===== config.mk =====
export PLATFORM = sky130hd
export DESIGN_NAME = adc_seq_core
export DESIGN_NICKNAME = d
export VERILOG_FILES = /design/src/adc_seq_pkg.sv /design/src/adc_seq_core.sv /design/src/result_mem.sv
export SDC_FILE = /design/constraint.sdc
export NUM_CORES = 1
export LEC_CHECK = 0
export BUFFER_PORTS_ARGS = -buffer_cell sky130_fd_sc_hd__buf_4
export CORE_UTILIZATION = 40
export DETAILED_ROUTE_END_ITERATION = 8
export PLACE_DENSITY_LB_ADDON = 0.05
export SYNTH_ARGS = -nofsm -noshare
export SYNTH_HDL_FRONTEND = slang
export SYNTH_SLANG_ARGS = --single-unit

===== constraint.sdc =====
create_clock -name i_mclk -period 2.5 [get_ports i_mclk]
set_input_delay 0.25 -clock i_mclk [delete_from_list [all_inputs] [get_ports i_mclk]]
set_output_delay 0.25 -clock i_mclk [all_outputs]
set_load 0.03 [all_outputs]

===== src/adc_seq_pkg.sv =====
// Constants, pin bundles and states for the converter sequencer core.
// Assumes a single 200 MHz clock; all host pins arrive asynchronously.
package adc_seq_pkg;

   // -----------------------------------------------------------------
   // Sizes
   // -----------------------------------------------------------------
   localparam int NCH   = 4;
   localparam int DW    = 12;
   localparam int SEL_W = 4;
   localparam int PTR_W = 2;
   localparam int CNT_W = 9;
   localparam int ECT_W = 4;

   // -----------------------------------------------------------------
   // Timing
   // -----------------------------------------------------------------
   localparam int CLK_MHZ = 200;
   // Longest time, rounds down
   localparam int CONV_NS  = 1650;
   localparam int CONV_CYC = (CONV_NS * CLK_MHZ) / 1000;
   localparam int EXT_CONV_EDGES = 13;
   // Done strobe width, inside the 75..180 ns window
   localparam int EOC_NS  = 100;
   localparam int EOC_CYC = (EOC_NS * CLK_MHZ + 999) / 1000;

   // -----------------------------------------------------------------
   // Reset values
   // -----------------------------------------------------------------
   localparam logic [SEL_W-1:0] CHSEL_RST = 4'hf;

   // -----------------------------------------------------------------
   // Types
   // -----------------------------------------------------------------
   typedef struct packed {
      logic             conversion_trigger;
      logic             cs_n;
      logic             rd_n;
      logic             wr_n;
      logic             sw_select;
      logic             use_ext_clock;
      logic             low_power_hold;
      logic             external_conv_clock;
      logic [SEL_W-1:0] hw_select;
      logic [SEL_W-1:0] low_data_lines;
   } pins_t;

   localparam int PIN_W = $bits(pins_t);

   typedef logic [NCH-1:0][DW-1:0] samples_t;

   typedef struct packed {
      logic [DW-1:0] data;
      logic          oe;
   } dbus_t;

   typedef enum logic [1:0] {
      S_IDLE,
      S_CONV,
      S_EOC
   } seq_state_t;

endpackage


===== src/adc_seq_core.sv =====
// Sequencer and parallel host port of a four-channel converter.
// Assumes host pins are asynchronous and the sample bus is on i_mclk.
`timescale 1ns/10ps
`default_nettype none

module adc_seq_core (
   input  wire logic                              i_mclk,
   input  wire logic                              i_rst_n,
   input  wire logic                              i_conversion_trigger,
   input  wire logic                              i_cs_n,
   input  wire logic                              i_rd_n,
   input  wire logic                              i_wr_n,
   input  wire logic                              i_sw_select,
   input  wire logic                              i_use_ext_clock,
   input  wire logic                              i_low_power_hold,
   input  wire logic                              i_external_conv_clock,
   input  wire logic [adc_seq_pkg::SEL_W-1:0]     i_hw_select,
   input  wire logic [adc_seq_pkg::SEL_W-1:0]     i_low_data_lines,
   input  wire adc_seq_pkg::samples_t             i_samples,
   output var  adc_seq_pkg::dbus_t                o_db,
   output logic                                   o_busy,
   output logic                                   o_eoc_n,
   output logic                                   o_hold,
   output logic                                   o_first_result_flag
);

   localparam int A_CONV = adc_seq_pkg::CONV_CYC;

   // ----------------------------------------------------------------
   // Helpers
   // ----------------------------------------------------------------
   function automatic logic [2:0] popcount(input logic [3:0] m);
      popcount = 3'(m[0]) + 3'(m[1]) + 3'(m[2]) + 3'(m[3]);
   endfunction

   function automatic logic [1:0] low_idx(input logic [3:0] m);
      low_idx = m[0] ? 2'h0 : m[1] ? 2'h1 : m[2] ? 2'h2 : 2'h3;
   endfunction

   // ----------------------------------------------------------------
   // Pin synchroniser and filter
   // ----------------------------------------------------------------
   logic [adc_seq_pkg::PIN_W-1:0] s1_r, s2_r, s3_r, flt_r, fd_r;
   logic [adc_seq_pkg::PIN_W-1:0] flt_nxt;
   adc_seq_pkg::pins_t            raw, p, pd;

   assign raw = '{conversion_trigger:  i_conversion_trigger,
                  cs_n:                i_cs_n,
                  rd_n:                i_rd_n,
                  wr_n:                i_wr_n,
                  sw_select:           i_sw_select,
                  use_ext_clock:       i_use_ext_clock,
                  low_power_hold:      i_low_power_hold,
                  external_conv_clock: i_external_conv_clock,
                  hw_select:           i_hw_select,
                  low_data_lines:      i_low_data_lines};
   assign p  = adc_seq_pkg::pins_t'(flt_r);
   assign pd = adc_seq_pkg::pins_t'(fd_r);

   // A bit moves only once stages two and three agree
   always_comb begin
      flt_nxt = (s2_r & s3_r) | (flt_r & (s2_r ^ s3_r));
   end

   // Reset to idle pin levels so no false edge at release
   always_ff @(posedge i_mclk or negedge i_rst_n) begin
      if (!i_rst_n) begin
         s1_r  <= 16'h7000;
         s2_r  <= 16'h7000;
         s3_r  <= 16'h7000;
         flt_r <= 16'h7000;
         fd_r  <= 16'h7000;
      end else begin
         s1_r  <= raw;
         s2_r  <= s1_r;
         s3_r  <= s2_r;
         flt_r <= flt_nxt;
         fd_r  <= flt_r;
      end
   end

   logic trig_rise, ext_edge, rd_act, rd_act_d, rd_end, wr_rise;
   logic [3:0] sel;

   assign trig_rise = p.conversion_trigger & ~pd.conversion_trigger;
   assign ext_edge  = p.external_conv_clock & ~pd.external_conv_clock;
   assign rd_act    = ~p.cs_n & ~p.rd_n;
   assign rd_act_d  = ~pd.cs_n & ~pd.rd_n;
   assign rd_end    = rd_act_d & ~rd_act;
   assign wr_rise   = p.wr_n & ~pd.wr_n & ~p.cs_n & p.rd_n;

   // ----------------------------------------------------------------
   // Conversion sequencer
   // ----------------------------------------------------------------
   adc_seq_pkg::seq_state_t        state_r, state_nxt;
   logic [adc_seq_pkg::CNT_W-1:0]  cnt_r, cnt_nxt;
   logic [adc_seq_pkg::ECT_W-1:0]  ecnt_r, ecnt_nxt;
   logic [3:0]                     rem_r, rem_nxt;
   logic [1:0]                     slot_r, slot_nxt;
   logic [2:0]                     nsel_r, nsel_nxt;
   logic                           ext_r, ext_nxt;
   logic                           busy_r, busy_nxt;
   logic                           eoc_n_r, eoc_n_nxt;
   logic                           hold_r, hold_nxt;
   adc_seq_pkg::samples_t          held_r, held_nxt;
   logic [3:0]                     chsel_r;
   logic                           trig_ok, conv_done, mem_we;
   logic [adc_seq_pkg::DW-1:0]     mem_rdata;
   logic [1:0]                     ptr_r;

   assign sel = p.sw_select ? chsel_r : p.hw_select;
   // Standby or empty selection ignores the trigger
   assign trig_ok = trig_rise & p.low_power_hold & (sel != 4'h0)
                  & (state_r == adc_seq_pkg::S_IDLE);

   always_comb begin
      state_nxt = state_r;
      cnt_nxt   = cnt_r;
      ecnt_nxt  = ecnt_r;
      rem_nxt   = rem_r;
      slot_nxt  = slot_r;
      nsel_nxt  = nsel_r;
      ext_nxt   = ext_r;
      busy_nxt  = busy_r;
      eoc_n_nxt = eoc_n_r;
      hold_nxt  = hold_r;
      held_nxt  = held_r;
      conv_done = 1'b0;
      mem_we    = 1'b0;
      unique case (state_r)
         adc_seq_pkg::S_IDLE: begin
            if (trig_ok) begin
               state_nxt = adc_seq_pkg::S_CONV;
               rem_nxt   = sel;
               nsel_nxt  = popcount(sel);
               held_nxt  = i_samples;
               hold_nxt  = 1'b1;
               busy_nxt  = 1'b1;
               ext_nxt   = p.use_ext_clock;
               slot_nxt  = 2'h0;
               cnt_nxt   = '0;
               ecnt_nxt  = '0;
            end
         end
         adc_seq_pkg::S_CONV: begin
            cnt_nxt  = cnt_r + 9'h001;
            ecnt_nxt = ecnt_r + 4'(ext_edge);
            if (ext_r) begin
               conv_done = ext_edge &&
                  ecnt_r == 4'(adc_seq_pkg::EXT_CONV_EDGES - 1);
            end else begin
               conv_done =
                  cnt_r == 9'(adc_seq_pkg::CONV_CYC - 1);
            end
            if (conv_done) begin
               mem_we    = 1'b1;
               state_nxt = adc_seq_pkg::S_EOC;
               eoc_n_nxt = 1'b0;
               cnt_nxt   = '0;
               // Last channel: busy ends as its strobe starts
               if ((rem_r & (rem_r - 4'h1)) == 4'h0) begin
                  busy_nxt = 1'b0;
                  hold_nxt = 1'b0;
               end
            end
         end
         adc_seq_pkg::S_EOC: begin
            cnt_nxt = cnt_r + 9'h001;
            if (cnt_r == 9'(adc_seq_pkg::EOC_CYC - 1)) begin
               eoc_n_nxt = 1'b1;
               rem_nxt   = rem_r & (rem_r - 4'h1);
               slot_nxt  = slot_r + 2'h1;
               cnt_nxt   = '0;
               ecnt_nxt  = '0;
               state_nxt = busy_r ? adc_seq_pkg::S_CONV
                                  : adc_seq_pkg::S_IDLE;
            end
         end
         default: begin
            state_nxt = adc_seq_pkg::S_IDLE;
         end
      endcase
   end

   always_ff @(posedge i_mclk or negedge i_rst_n) begin
      if (!i_rst_n) begin
         state_r <= adc_seq_pkg::S_IDLE;
         cnt_r   <= '0;
         ecnt_r  <= '0;
         rem_r   <= 4'h0;
         slot_r  <= 2'h0;
         nsel_r  <= 3'h0;
         ext_r   <= 1'b0;
         busy_r  <= 1'b0;
         eoc_n_r <= 1'b1;
         hold_r  <= 1'b0;
         held_r  <= '0;
      end else begin
         state_r <= state_nxt;
         cnt_r   <= cnt_nxt;
         ecnt_r  <= ecnt_nxt;
         rem_r   <= rem_nxt;
         slot_r  <= slot_nxt;
         nsel_r  <= nsel_nxt;
         ext_r   <= ext_nxt;
         busy_r  <= busy_nxt;
         eoc_n_r <= eoc_n_nxt;
         hold_r  <= hold_nxt;
         held_r  <= held_nxt;
      end
   end

   result_mem u_mem (
      .i_mclk  (i_mclk),
      .i_rst_n (i_rst_n),
      .i_we    (mem_we),
      .i_waddr (slot_r),
      .i_wdata (held_r[low_idx(rem_r)]),
      .i_raddr (ptr_r),
      .o_rdata (mem_rdata)
   );

   // ----------------------------------------------------------------
   // Host port
   // ----------------------------------------------------------------
   logic [1:0]                 ptr_nxt;
   logic [3:0]                 chsel_nxt;
   logic                       flag_r, flag_nxt;
   logic [adc_seq_pkg::DW-1:0] db_r, db_nxt;

   always_comb begin
      ptr_nxt   = ptr_r;
      flag_nxt  = flag_r;
      chsel_nxt = chsel_r;
      db_nxt    = mem_rdata;
      if (wr_rise) begin
         chsel_nxt = p.low_data_lines;
      end
      if (trig_ok) begin
         ptr_nxt  = 2'h0;
         flag_nxt = 1'b1;
      end else if (rd_end) begin
         ptr_nxt  = ({1'b0, ptr_r} + 3'h1 >= nsel_r) ? 2'h0
                                                    : ptr_r + 2'h1;
         flag_nxt = (ptr_nxt == 2'h0);
      end
      // A fresh result not yet read keeps the flag low
      if (conv_done) begin
         flag_nxt = 1'b0;
      end
   end

   always_ff @(posedge i_mclk or negedge i_rst_n) begin
      if (!i_rst_n) begin
         ptr_r   <= 2'h0;
         flag_r  <= 1'b0;
         chsel_r <= adc_seq_pkg::CHSEL_RST;
         db_r    <= '0;
      end else begin
         ptr_r   <= ptr_nxt;
         flag_r  <= flag_nxt;
         chsel_r <= chsel_nxt;
         db_r    <= db_nxt;
      end
   end

   // Enable straight from the filtered strobes to meet 30 ns release
   assign o_db                = '{data: db_r, oe: rd_act};
   assign o_busy              = busy_r;
   assign o_eoc_n             = eoc_n_r;
   assign o_hold              = hold_r;
   assign o_first_result_flag = flag_r;

   // ----------------------------------------------------------------
   // Checks
   // ----------------------------------------------------------------
   // Own cycle count, so a wrong end count in the sequencer shows
   logic [adc_seq_pkg::CNT_W-1:0] conv_age_r, conv_age_nxt;

   always_comb begin
      conv_age_nxt = (state_r == adc_seq_pkg::S_CONV) ? conv_age_r + 9'h001
                                                      : 9'h000;
   end

   always_ff @(posedge i_mclk or negedge i_rst_n) begin
      if (!i_rst_n) begin
         conv_age_r <= '0;
      end else begin
         conv_age_r <= conv_age_nxt;
      end
   end

   AST_INT_CONV_TIME: assert property (@(posedge i_mclk)
      disable iff (!i_rst_n)
      ($fell(o_eoc_n) && !ext_r) |->
      ($past(conv_age_r) == 9'(A_CONV - 1)))
      else $error("internal conversion length wrong");

   AST_EXT_CONV_EDGES: assert property (@(posedge i_mclk)
      disable iff (!i_rst_n)
      (state_r == adc_seq_pkg::S_CONV && ext_r && ext_edge &&
       ecnt_r == 4'(adc_seq_pkg::EXT_CONV_EDGES - 1)) |=>
      (state_r == adc_seq_pkg::S_EOC && !o_eoc_n))
      else $error("external conversion edge count wrong");

   AST_BUSY_END: assert property (@(posedge i_mclk)
      disable iff (!i_rst_n)
      $fell(o_busy) |-> $fell(o_eoc_n) && rem_r == (rem_r & -rem_r))
      else $error("busy did not end at last done strobe");

   AST_FLAG_READ: assert property (@(posedge i_mclk)
      disable iff (!i_rst_n)
      (rd_end && !conv_done && !trig_ok) |=>
      (o_first_result_flag == (ptr_r == 2'h0)))
      else $error("first flag not updated after read");

   AST_FLAG_EOC: assert property (@(posedge i_mclk)
      disable iff (!i_rst_n)
      $fell(o_eoc_n) |-> !o_first_result_flag)
      else $error("first flag high after done strobe fall");

   AST_RELEASE: assert property (@(posedge i_mclk)
      disable iff (!i_rst_n)
      (rd_act && !(~flt_nxt[13] & ~flt_nxt[14])) |=> !o_db.oe)
      else $error("data bus not released");

   AST_BUSY_RISE: assert property (@(posedge i_mclk)
      disable iff (!i_rst_n)
      trig_ok |=> o_busy && o_eoc_n && state_r == adc_seq_pkg::S_CONV)
      else $error("busy did not rise on trigger");

   AST_FLAG_PTR: assert property (@(posedge i_mclk)
      disable iff (!i_rst_n)
      o_first_result_flag |-> ptr_r == 2'h0)
      else $error("first flag high off first result");

   AST_WRITE_SEL: assert property (@(posedge i_mclk)
      disable iff (!i_rst_n)
      wr_rise |=> chsel_r == $past(p.low_data_lines))
      else $error("channel select not captured");

   AST_HOLD_LATCH: assert property (@(posedge i_mclk)
      disable iff (!i_rst_n)
      trig_ok |=> o_hold && rem_r == $past(sel) && held_r == $past(i_samples))
      else $error("trigger did not hold and latch");

endmodule

`default_nettype wire


===== src/result_mem.sv =====
// Result store: one word per conversion slot, registered read.
// Assumes writer and reader share the core clock.
`timescale 1ns/10ps
`default_nettype none

module result_mem (
   input  wire logic                           i_mclk,
   input  wire logic                           i_rst_n,
   input  wire logic                           i_we,
   input  wire logic [adc_seq_pkg::PTR_W-1:0]  i_waddr,
   input  wire logic [adc_seq_pkg::DW-1:0]     i_wdata,
   input  wire logic [adc_seq_pkg::PTR_W-1:0]  i_raddr,
   output var  logic [adc_seq_pkg::DW-1:0]     o_rdata
);

   logic [adc_seq_pkg::DW-1:0] mem_r [adc_seq_pkg::NCH];

   // Array has no reset; only the read register does
   always_ff @(posedge i_mclk) begin
      if (i_we) begin
         mem_r[i_waddr] <= i_wdata;
      end
   end

   always_ff @(posedge i_mclk or negedge i_rst_n) begin
      if (!i_rst_n) begin
         o_rdata <= '0;
      end else begin
         o_rdata <= mem_r[i_raddr];
      end
   end

endmodule

`default_nettype wire

* After elaboration in Yosys (flattened, before gate mapping)
Memory sizes are Yosys's and may differ from the RTL's. A register that Yosys moved wholly into a read port is not among the register bits.
Index checks and enable logic that the tools add are counted.
W data, S select, Z words.
** Storage, ports and cells
- Bits in registers :: 174
- Bits in latches :: 0
- Bits in writable memories :: 48
- Bits in read-only memories :: 0
- Input bits :: 66
- Output and inout port bits :: 17
- Logic and storage cells :: 130
- Memories kept :: 1
** Memories
- u_mem.mem_r :: depth 4, width 12, read ports 1, clocked after Yosys merged registers in 1, write ports 1, RTL line result_mem.sv:16 : logic [adc_seq_pkg::DW-1:0] mem_r [adc_seq_pkg::NCH];
** Operators by class
- $add $sub $neg :: 9
- $mul :: 0
- Div/mod/pow operators :: 0
- $lt $le $gt $ge :: 2
- Equality and inequality tests :: 9
- Shifts and indexed selects :: 0
- Mux-type cells :: 44
- Bitwise gates (word level) :: 24
- Reduce and logical (&&, ||, !) cells :: 19
** Operator list (number)
- $and A16 B16 Y16 :: 2
- $mux W9 :: 3
- $pmux W9 S3 :: 1
- $bmux W12 S2 :: 1
- $mux W2 :: 10
- $mux W4 :: 5
- $mux W1 :: 17
- $or A16 B16 Y16 :: 1
- $xor A16 B16 Y16 :: 1
- $mux W12 :: 1
- $pmux W4 S3 :: 1
- $reduce_and A3 Y1 :: 4
- $and A1 B1 Y1 :: 11
- $add A9 B1 Y9 const B :: 1
- $eq A9 B5 Y1 const B :: 1
- $eq A9 B9 Y1 const B :: 1
- $ne A2 B2 Y1 const B :: 4
- $not A1 Y1 :: 8
- $pmux W4 S2 :: 1
- $reduce_bool A2 Y1 :: 4
- $pmux W2 S3 :: 1
- $reduce_bool A3 Y1 :: 2
- $add A2 B1 Y2 const B :: 2
- $add A4 B1 Y4 :: 1
- 20 further kinds :: 23

* Logic depth before layout (Yosys ltp)
- Word-level depth :: 9
- Gate-level depth with buffers :: 10
- Depth with buffers taken out :: 7

* Modules after synthesis
From an unflattened synthesis, not the netlist that was laid out.
** Second synthesis, totals
- Cell total of the unflattened synthesis :: 570
- Area, all modules :: 8688.3 µm²
** Modules (own cells, without submodules)
- adc_seq_core :: times used 1, cells an instance 492, area each 6621.4 µm², seq. area each 4103.9 µm²
- result_mem :: times used 1, cells an instance 78, area each 2067.0 µm², seq. area each 1741.7 µm²

* Worst setup path after synthesis
No wires, ideal clock.
- Path type :: register to register
- Start :: register flt_r[11] (netlist bit)
- End :: register ext_r
- Library setup time :: 127 ps
- Arrival time :: 2173 ps
- Required time :: 2373 ps
- Slack :: 199 ps
- Cell stages (with the launch flop) :: 10
- Path buffers :: 3
- Period minus slack after synthesis :: 2301 ps
- Path through :: dfrtp_1 buf_6 mux2i_1 ha_1 nor4bb_4 nor3_4 nand2_1 buf_4 buf_6 mux2_1
** Between the ends
- Longest elaborated chain between the ends :: 5
** RTL lines
- start, declared :: RTL line adc_seq_core.sv:43 : logic [adc_seq_pkg::PIN_W-1:0] s1_r, s2_r, s3_r, flt_r, fd_r;
- start signal, assigned :: RTL line adc_seq_core.sv:77 : flt_r <= flt_nxt;
- $mux W4 :: RTL line adc_seq_core.sv:111 : assign sel = p.sw_select ? chsel_r : p.hw_select;
- $reduce_bool A4 Y1 :: RTL line adc_seq_core.sv:113 : assign trig_ok = trig_rise & p.low_power_hold & (sel != 4'h0)
- $and A1 B1 Y1 :: RTL line adc_seq_core.sv:113
- $and A1 B1 Y1 :: RTL line adc_seq_core.sv:114 : & (state_r == adc_seq_pkg::S_IDLE);
- $reduce_and A2 Y1 (no line)
- end signal, assigned :: RTL line adc_seq_core.sv:205 : ext_r <= ext_nxt;
- end, declared :: RTL line adc_seq_core.sv:101 : logic ext_r, ext_nxt;
No other way between the ends.
A chain may end at the register's enable or synchronous reset.

* Worst setup path in the final report
- Start :: register flt_r[11] (netlist bit)
- End :: register held_r[30] (netlist bit)
** Between the ends
- Longest elaborated chain between the ends :: 5
** RTL lines
- $mux W4 :: RTL line adc_seq_core.sv:111
- $reduce_bool A4 Y1 :: RTL line adc_seq_core.sv:113
- $and A1 B1 Y1 :: RTL line adc_seq_core.sv:113
- $and A1 B1 Y1 :: RTL line adc_seq_core.sv:114
- $reduce_and A2 Y1 (no line)
- end signal, assigned :: RTL line adc_seq_core.sv:209 : held_r <= held_nxt;
- end, declared :: RTL line adc_seq_core.sv:105 : adc_seq_pkg::samples_t held_r, held_nxt;
No other way between the ends.

==> summary.md <==
| Metric | Value |
|---|---|
| Result of the run | complete, no violations |
| Achievable frequency | between 0.4 and 0.5 GHz |
| Async set-or-reset flop fraction in the synthesized netlist | roughly four fifths |
| Synth area leaders | sky130_fd_sc_hd__dfrtp_1 (44%), sky130_fd_sc_hd__edfxtp_1 (16%), sky130_fd_sc_hd__dfstp_2 (6.0%) |
| Critical path class | flip-flop to flip-flop |
| Setup-failing EPs final | 0 |
| Number of I/O port buffers | ~80 |
| Ant. Diodes | 0 |
| Placed standard-cell area | approximately 10000 sq um |
| Cell with the biggest individual delay on the critical path | sky130_fd_sc_hd__dfrtp_1 |
| H-tree levels | 1 |
| Yosys cell types | 56 |
| Top cell type's share of synthesized area | around 44% |
| Post-cts resize count | 0 |
| Maximum number of pins on one net before global-route repair | 75 |
| Cell count after synthesis | between 500 and 600 |
| Final clock period utilization by the worst path | 91.2% |
| Final WL | between 15 and 20 mm |
| Std cell rows | 53 |
| Die span in x | around 150 um |
| Clock share of power | 35.8% |
| Number of buffers on the longest clock path | 3 |
| Post-synthesis to final-layout area growth | 31.0% |
| DRC errors left | 0 |
| Cell-internal power | roughly 8.7 mW |
| Crit-path cells | mux2i_1 -> ha_1 -> nor4bb_4 -> nor3_4 -> nand2_2 -> buf_12 -> mux2_2 |
| Sequential Power Share | a little over two fifths |
| Initial antenna violation count | 0 |
| Most common cell in the synthesized netlist | sky130_fd_sc_hd__dfrtp_1 |
| Placeable core region | 21300 sq um |
| Kind of launch point of the worst setup path | flip-flop |
| Leakage | 5.02 nW |
| Final hold slack | approximately 350 ps |
| Reg area | between 5000 and 6000 sq um |
| R2R Path End | held_r[30] |
| First DRT Iteration DRCs | between 200 and 250 |
| Combinational Power Share | about a fifth |
| Number of enable-type register cells in the synthesized netlist | 48 |
| Total congestion overflow | 0 |
| Post-layout minimum cycle time | ~2300 ps |
| Arrival time reported for the critical path endpoint | approximately 2700 ps |
| Post-Synthesis Net Count | 675 |
| Startpoint of the lowest-slack register-to-register path | flt_r[11] |
| Post-layout total power | roughly 12 mW |
| Cell area after layout | ~12000 sq um |
| Post-synthesis instance area | roughly 8800 sq um |
| Worst skew pair latency | just over 500 ps |
| CP peak stage delay | around 400 ps |
| Root buffer selected by CTS | sky130_fd_sc_hd__clkbuf_16 |
| Count of cells along the worst register-to-register path | 7 |
| Biggest area consumer among synthesized cells | sky130_fd_sc_hd__dfrtp_1 |
| Number of CTS-inserted buffers | 25 |
| Routed Antenna Nets | 0 |
| Number of nets in the layout | 846 |
| Largest voltage drop on the vdd net | around 570 uV |
| Worst hold path class | input port to asynchronous set/reset pin |
| Avg Synthesized Cell Area | ~15 sq um |
| Multi-input logic area | between 2000 and 3000 sq um |
| Top post-synthesis cells by count | sky130_fd_sc_hd__dfrtp_1 (155), sky130_fd_sc_hd__edfxtp_1 (48), sky130_fd_sc_hd__ha_1 (36) |
| Final-layout fill cell count | 1762 |
| Post-CTS setup buffer count | 0 |
| Total Routing Usage GR | between 10% and 20% |
| I/O pin total | 83 |
| Yosys warning count | 0 |
| Total iterations of the first detailed-routing run | 4 |
| Total number of clock tree sinks | roughly 220 |
| P per Cell Area | about 1000 nW/um^2 |
| Transition time at the pin with the least slew margin | between 900 and 1000 ps |
| Worst setup EP type | flip-flop |
| Max-slew violation count | 0 |
| Ratio of routed vias to standard cells | ~4.9 |
| Slack of the worst reg-to-reg path | roughly 220 ps |
| Relative max-transition margin | a little under two fifths |
| Crit-path max FO | 22 |
| Placer's final routability congestion estimate | approximately 0.75 |
| Effective utilization at floorplan | roughly 41% |
| Number of global-route vias before repair | about 5500 |
| Sum of negative setup slack | 0 ps |
| Setup repair after global routing missed its margin | false |
| Routed vias | around 5000 |
| Max cap viols | 0 |
| Final Hold Fails | 0 |
| Y dimension of the die | 150 um |
| Layout cells sized above 1 | a little under 30% |
| Count of state elements after synthesis | ~220 |
| Area of the die | about 23000 sq um |
| Sequential share of the synthesized area | between 60% and 70% |
| Net switching fraction of the power | approximately 27% |
| P_sw | approximately 3.2 mW |
| First-pass GRT wire length | about 28 mm |
| Clock tree from TritonCTS | done |
| Required time worst endpoint | 2900 ps |
| Estimated wirelength of the detail-placed design | 11.0 mm |
| Ys flop type | sky130_fd_sc_hd__dfrtp_1 |
| Clock slew seen by the registers of the worst setup and hold paths | ~60 ps |
| Routed wirelength normalized by instance count | roughly 16 um |
| Largest clock skew in the final design | between 10 and 15 ps |
==> stage by stage <==
step           setup slack [ps]  instances  utilization, %
2_1_floorplan               199        572               -
3_3_place_gp                293        926            46.5
3_5_place_dp                218        926            46.5
4_1_cts                     188       1037            54.1
5_1_grt                    91.0       1037            54.1
6_report                    220       1037            54.1
==> final cells by class <==
type	count	area share, %
Tap cell	275	2.99
Multi-Input combinational cell	312	24.0
Clock inverter	16	2.57
Inverter	15	0.489
Clock buffer	30	5.94
Timing Repair Buffer	166	13.2
Sequential cell	223	50.7
==> cell usage in the layout, fill, tap and decap left out, types with 3 or more instances in the layout <==
cell type | Yosys | routed
sky130_fd_sc_hd__nor2b_1 | 8 | 8
sky130_fd_sc_hd__mux2_2 | 32 | 32
sky130_fd_sc_hd__o21ai_0 | 29 | 29
sky130_fd_sc_hd__inv_1 | 15 | 15
sky130_fd_sc_hd__nand2_1 | 22 | 21
sky130_fd_sc_hd__mux4_2 | 12 | 12
sky130_fd_sc_hd__nor2_1 | 20 | 20
sky130_fd_sc_hd__clkbuf_8 | 0 | 4
sky130_fd_sc_hd__dfstp_2 | 20 | 20
sky130_fd_sc_hd__dfrtp_1 | 155 | 155
sky130_fd_sc_hd__a22o_1 | 9 | 9
sky130_fd_sc_hd__and2_1 | 5 | 5
sky130_fd_sc_hd__clkbuf_16 | 0 | 25
sky130_fd_sc_hd__buf_12 | 0 | 9
sky130_fd_sc_hd__clkinv_2 | 0 | 3
sky130_fd_sc_hd__mux2_1 | 26 | 26
sky130_fd_sc_hd__nand3_1 | 4 | 4
sky130_fd_sc_hd__edfxtp_1 | 48 | 48
sky130_fd_sc_hd__ha_1 | 36 | 36
sky130_fd_sc_hd__a21o_1 | 19 | 19
sky130_fd_sc_hd__mux2i_1 | 16 | 16
sky130_fd_sc_hd__dlygate4sd3_1 | 0 | 65
sky130_fd_sc_hd__buf_4 | 3 | 91
sky130_fd_sc_hd__nor3_1 | 7 | 7
sky130_fd_sc_hd__a21oi_1 | 21 | 21
sky130_fd_sc_hd__and3_1 | 6 | 6
sky130_fd_sc_hd__bufinv_16 | 0 | 8
==> worst max-delay path, delay by kind of cell (launching register included) <==
kind / cells / cell delay (ps)
fa+ha+maj: 1 / 210
buf+inv: 1 / 210
flops: 1 / 400
mux: 2 / 610
simple gates: 3 / 730
==> worst max-delay path by stage <==
stage / start / endpoint / slack [ps] / cells past startpoint
after floorplan: flt_r[11] / ext_r / 200 / 9
after detailed placement: flt_r[11] / held_r[36] / 220 / 7
after global placement: flt_r[11] / held_r[28] / 290 / 7
final: flt_r[11] / held_r[30] / 220 / 7
after CTS: flt_r[11] / held_r[36] / 190 / 7
after global routing: flt_r[11] / held_r[36] / 90 / 7
==> per-layer routing <==
metal | track usage [%] | routed length (um) | up-vias
met2 | 26.8 | 8120 | 80
li1 | - | - | 2418
met1 | 20.7 | 7510 | 2507
met4 | 4.39 | 362 | 0
met3 | 2.73 | 516 | 28
met5 | 0 | 0 | -
==> state kept, by name (all words and copies together) (netlist names) <==
register             count
chsel_r                  4
cnt_r                    9
db_r                    12
ecnt_r                   4
ext_r                    1
fd_r                     5
flt_r                   16
held_r                  48
nsel_r                   3
o_eoc_n                  1
o_first_result_flag      1
o_hold                   1
ptr_r                    2
rem_r                    4
s1_r                    16
s2_r                    16
s3_r                    16
slot_r                   2
state_r                  2
u_mem.mem_r             48
u_mem.o_rdata           12
==> power groups by stage <==
| stage | Sequential (mW) | Combinational, mW | Clock [mW] |
|---|---|---|---|
| CTS | 5.16 | 2.52 | 4.40 |
| global route | 5.26 | 2.80 | 4.52 |
| global placement | 5.19 | 2.32 | 0 |
| detailed placement | 5.23 | 2.43 | 0 |
| finish | 5.15 | 2.48 | 4.25 |
| floorplan | 5.10 | 1.66 | 0 |
==> cell families after synthesis <==
| kind of cell | count (synthesis) | share of synthesized area, % |
|---|---|---|
| fa+ha+maj | 38 | 5.46 |
| compound gates | 96 | 7.31 |
| flops | 223 | 66.4 |
| simple gates | 92 | 6.36 |
| mux | 86 | 12.3 |
| buf+inv | 37 | 2.10 |
==> timing repair <==
item | in CTS | in global routing
setup endpoints to repair | 0 | 0
hold buffers | 65 | 0
endpoints found under the hold margin | 128 | 0
Note: power is estimated with default switching activity, not from simulation.
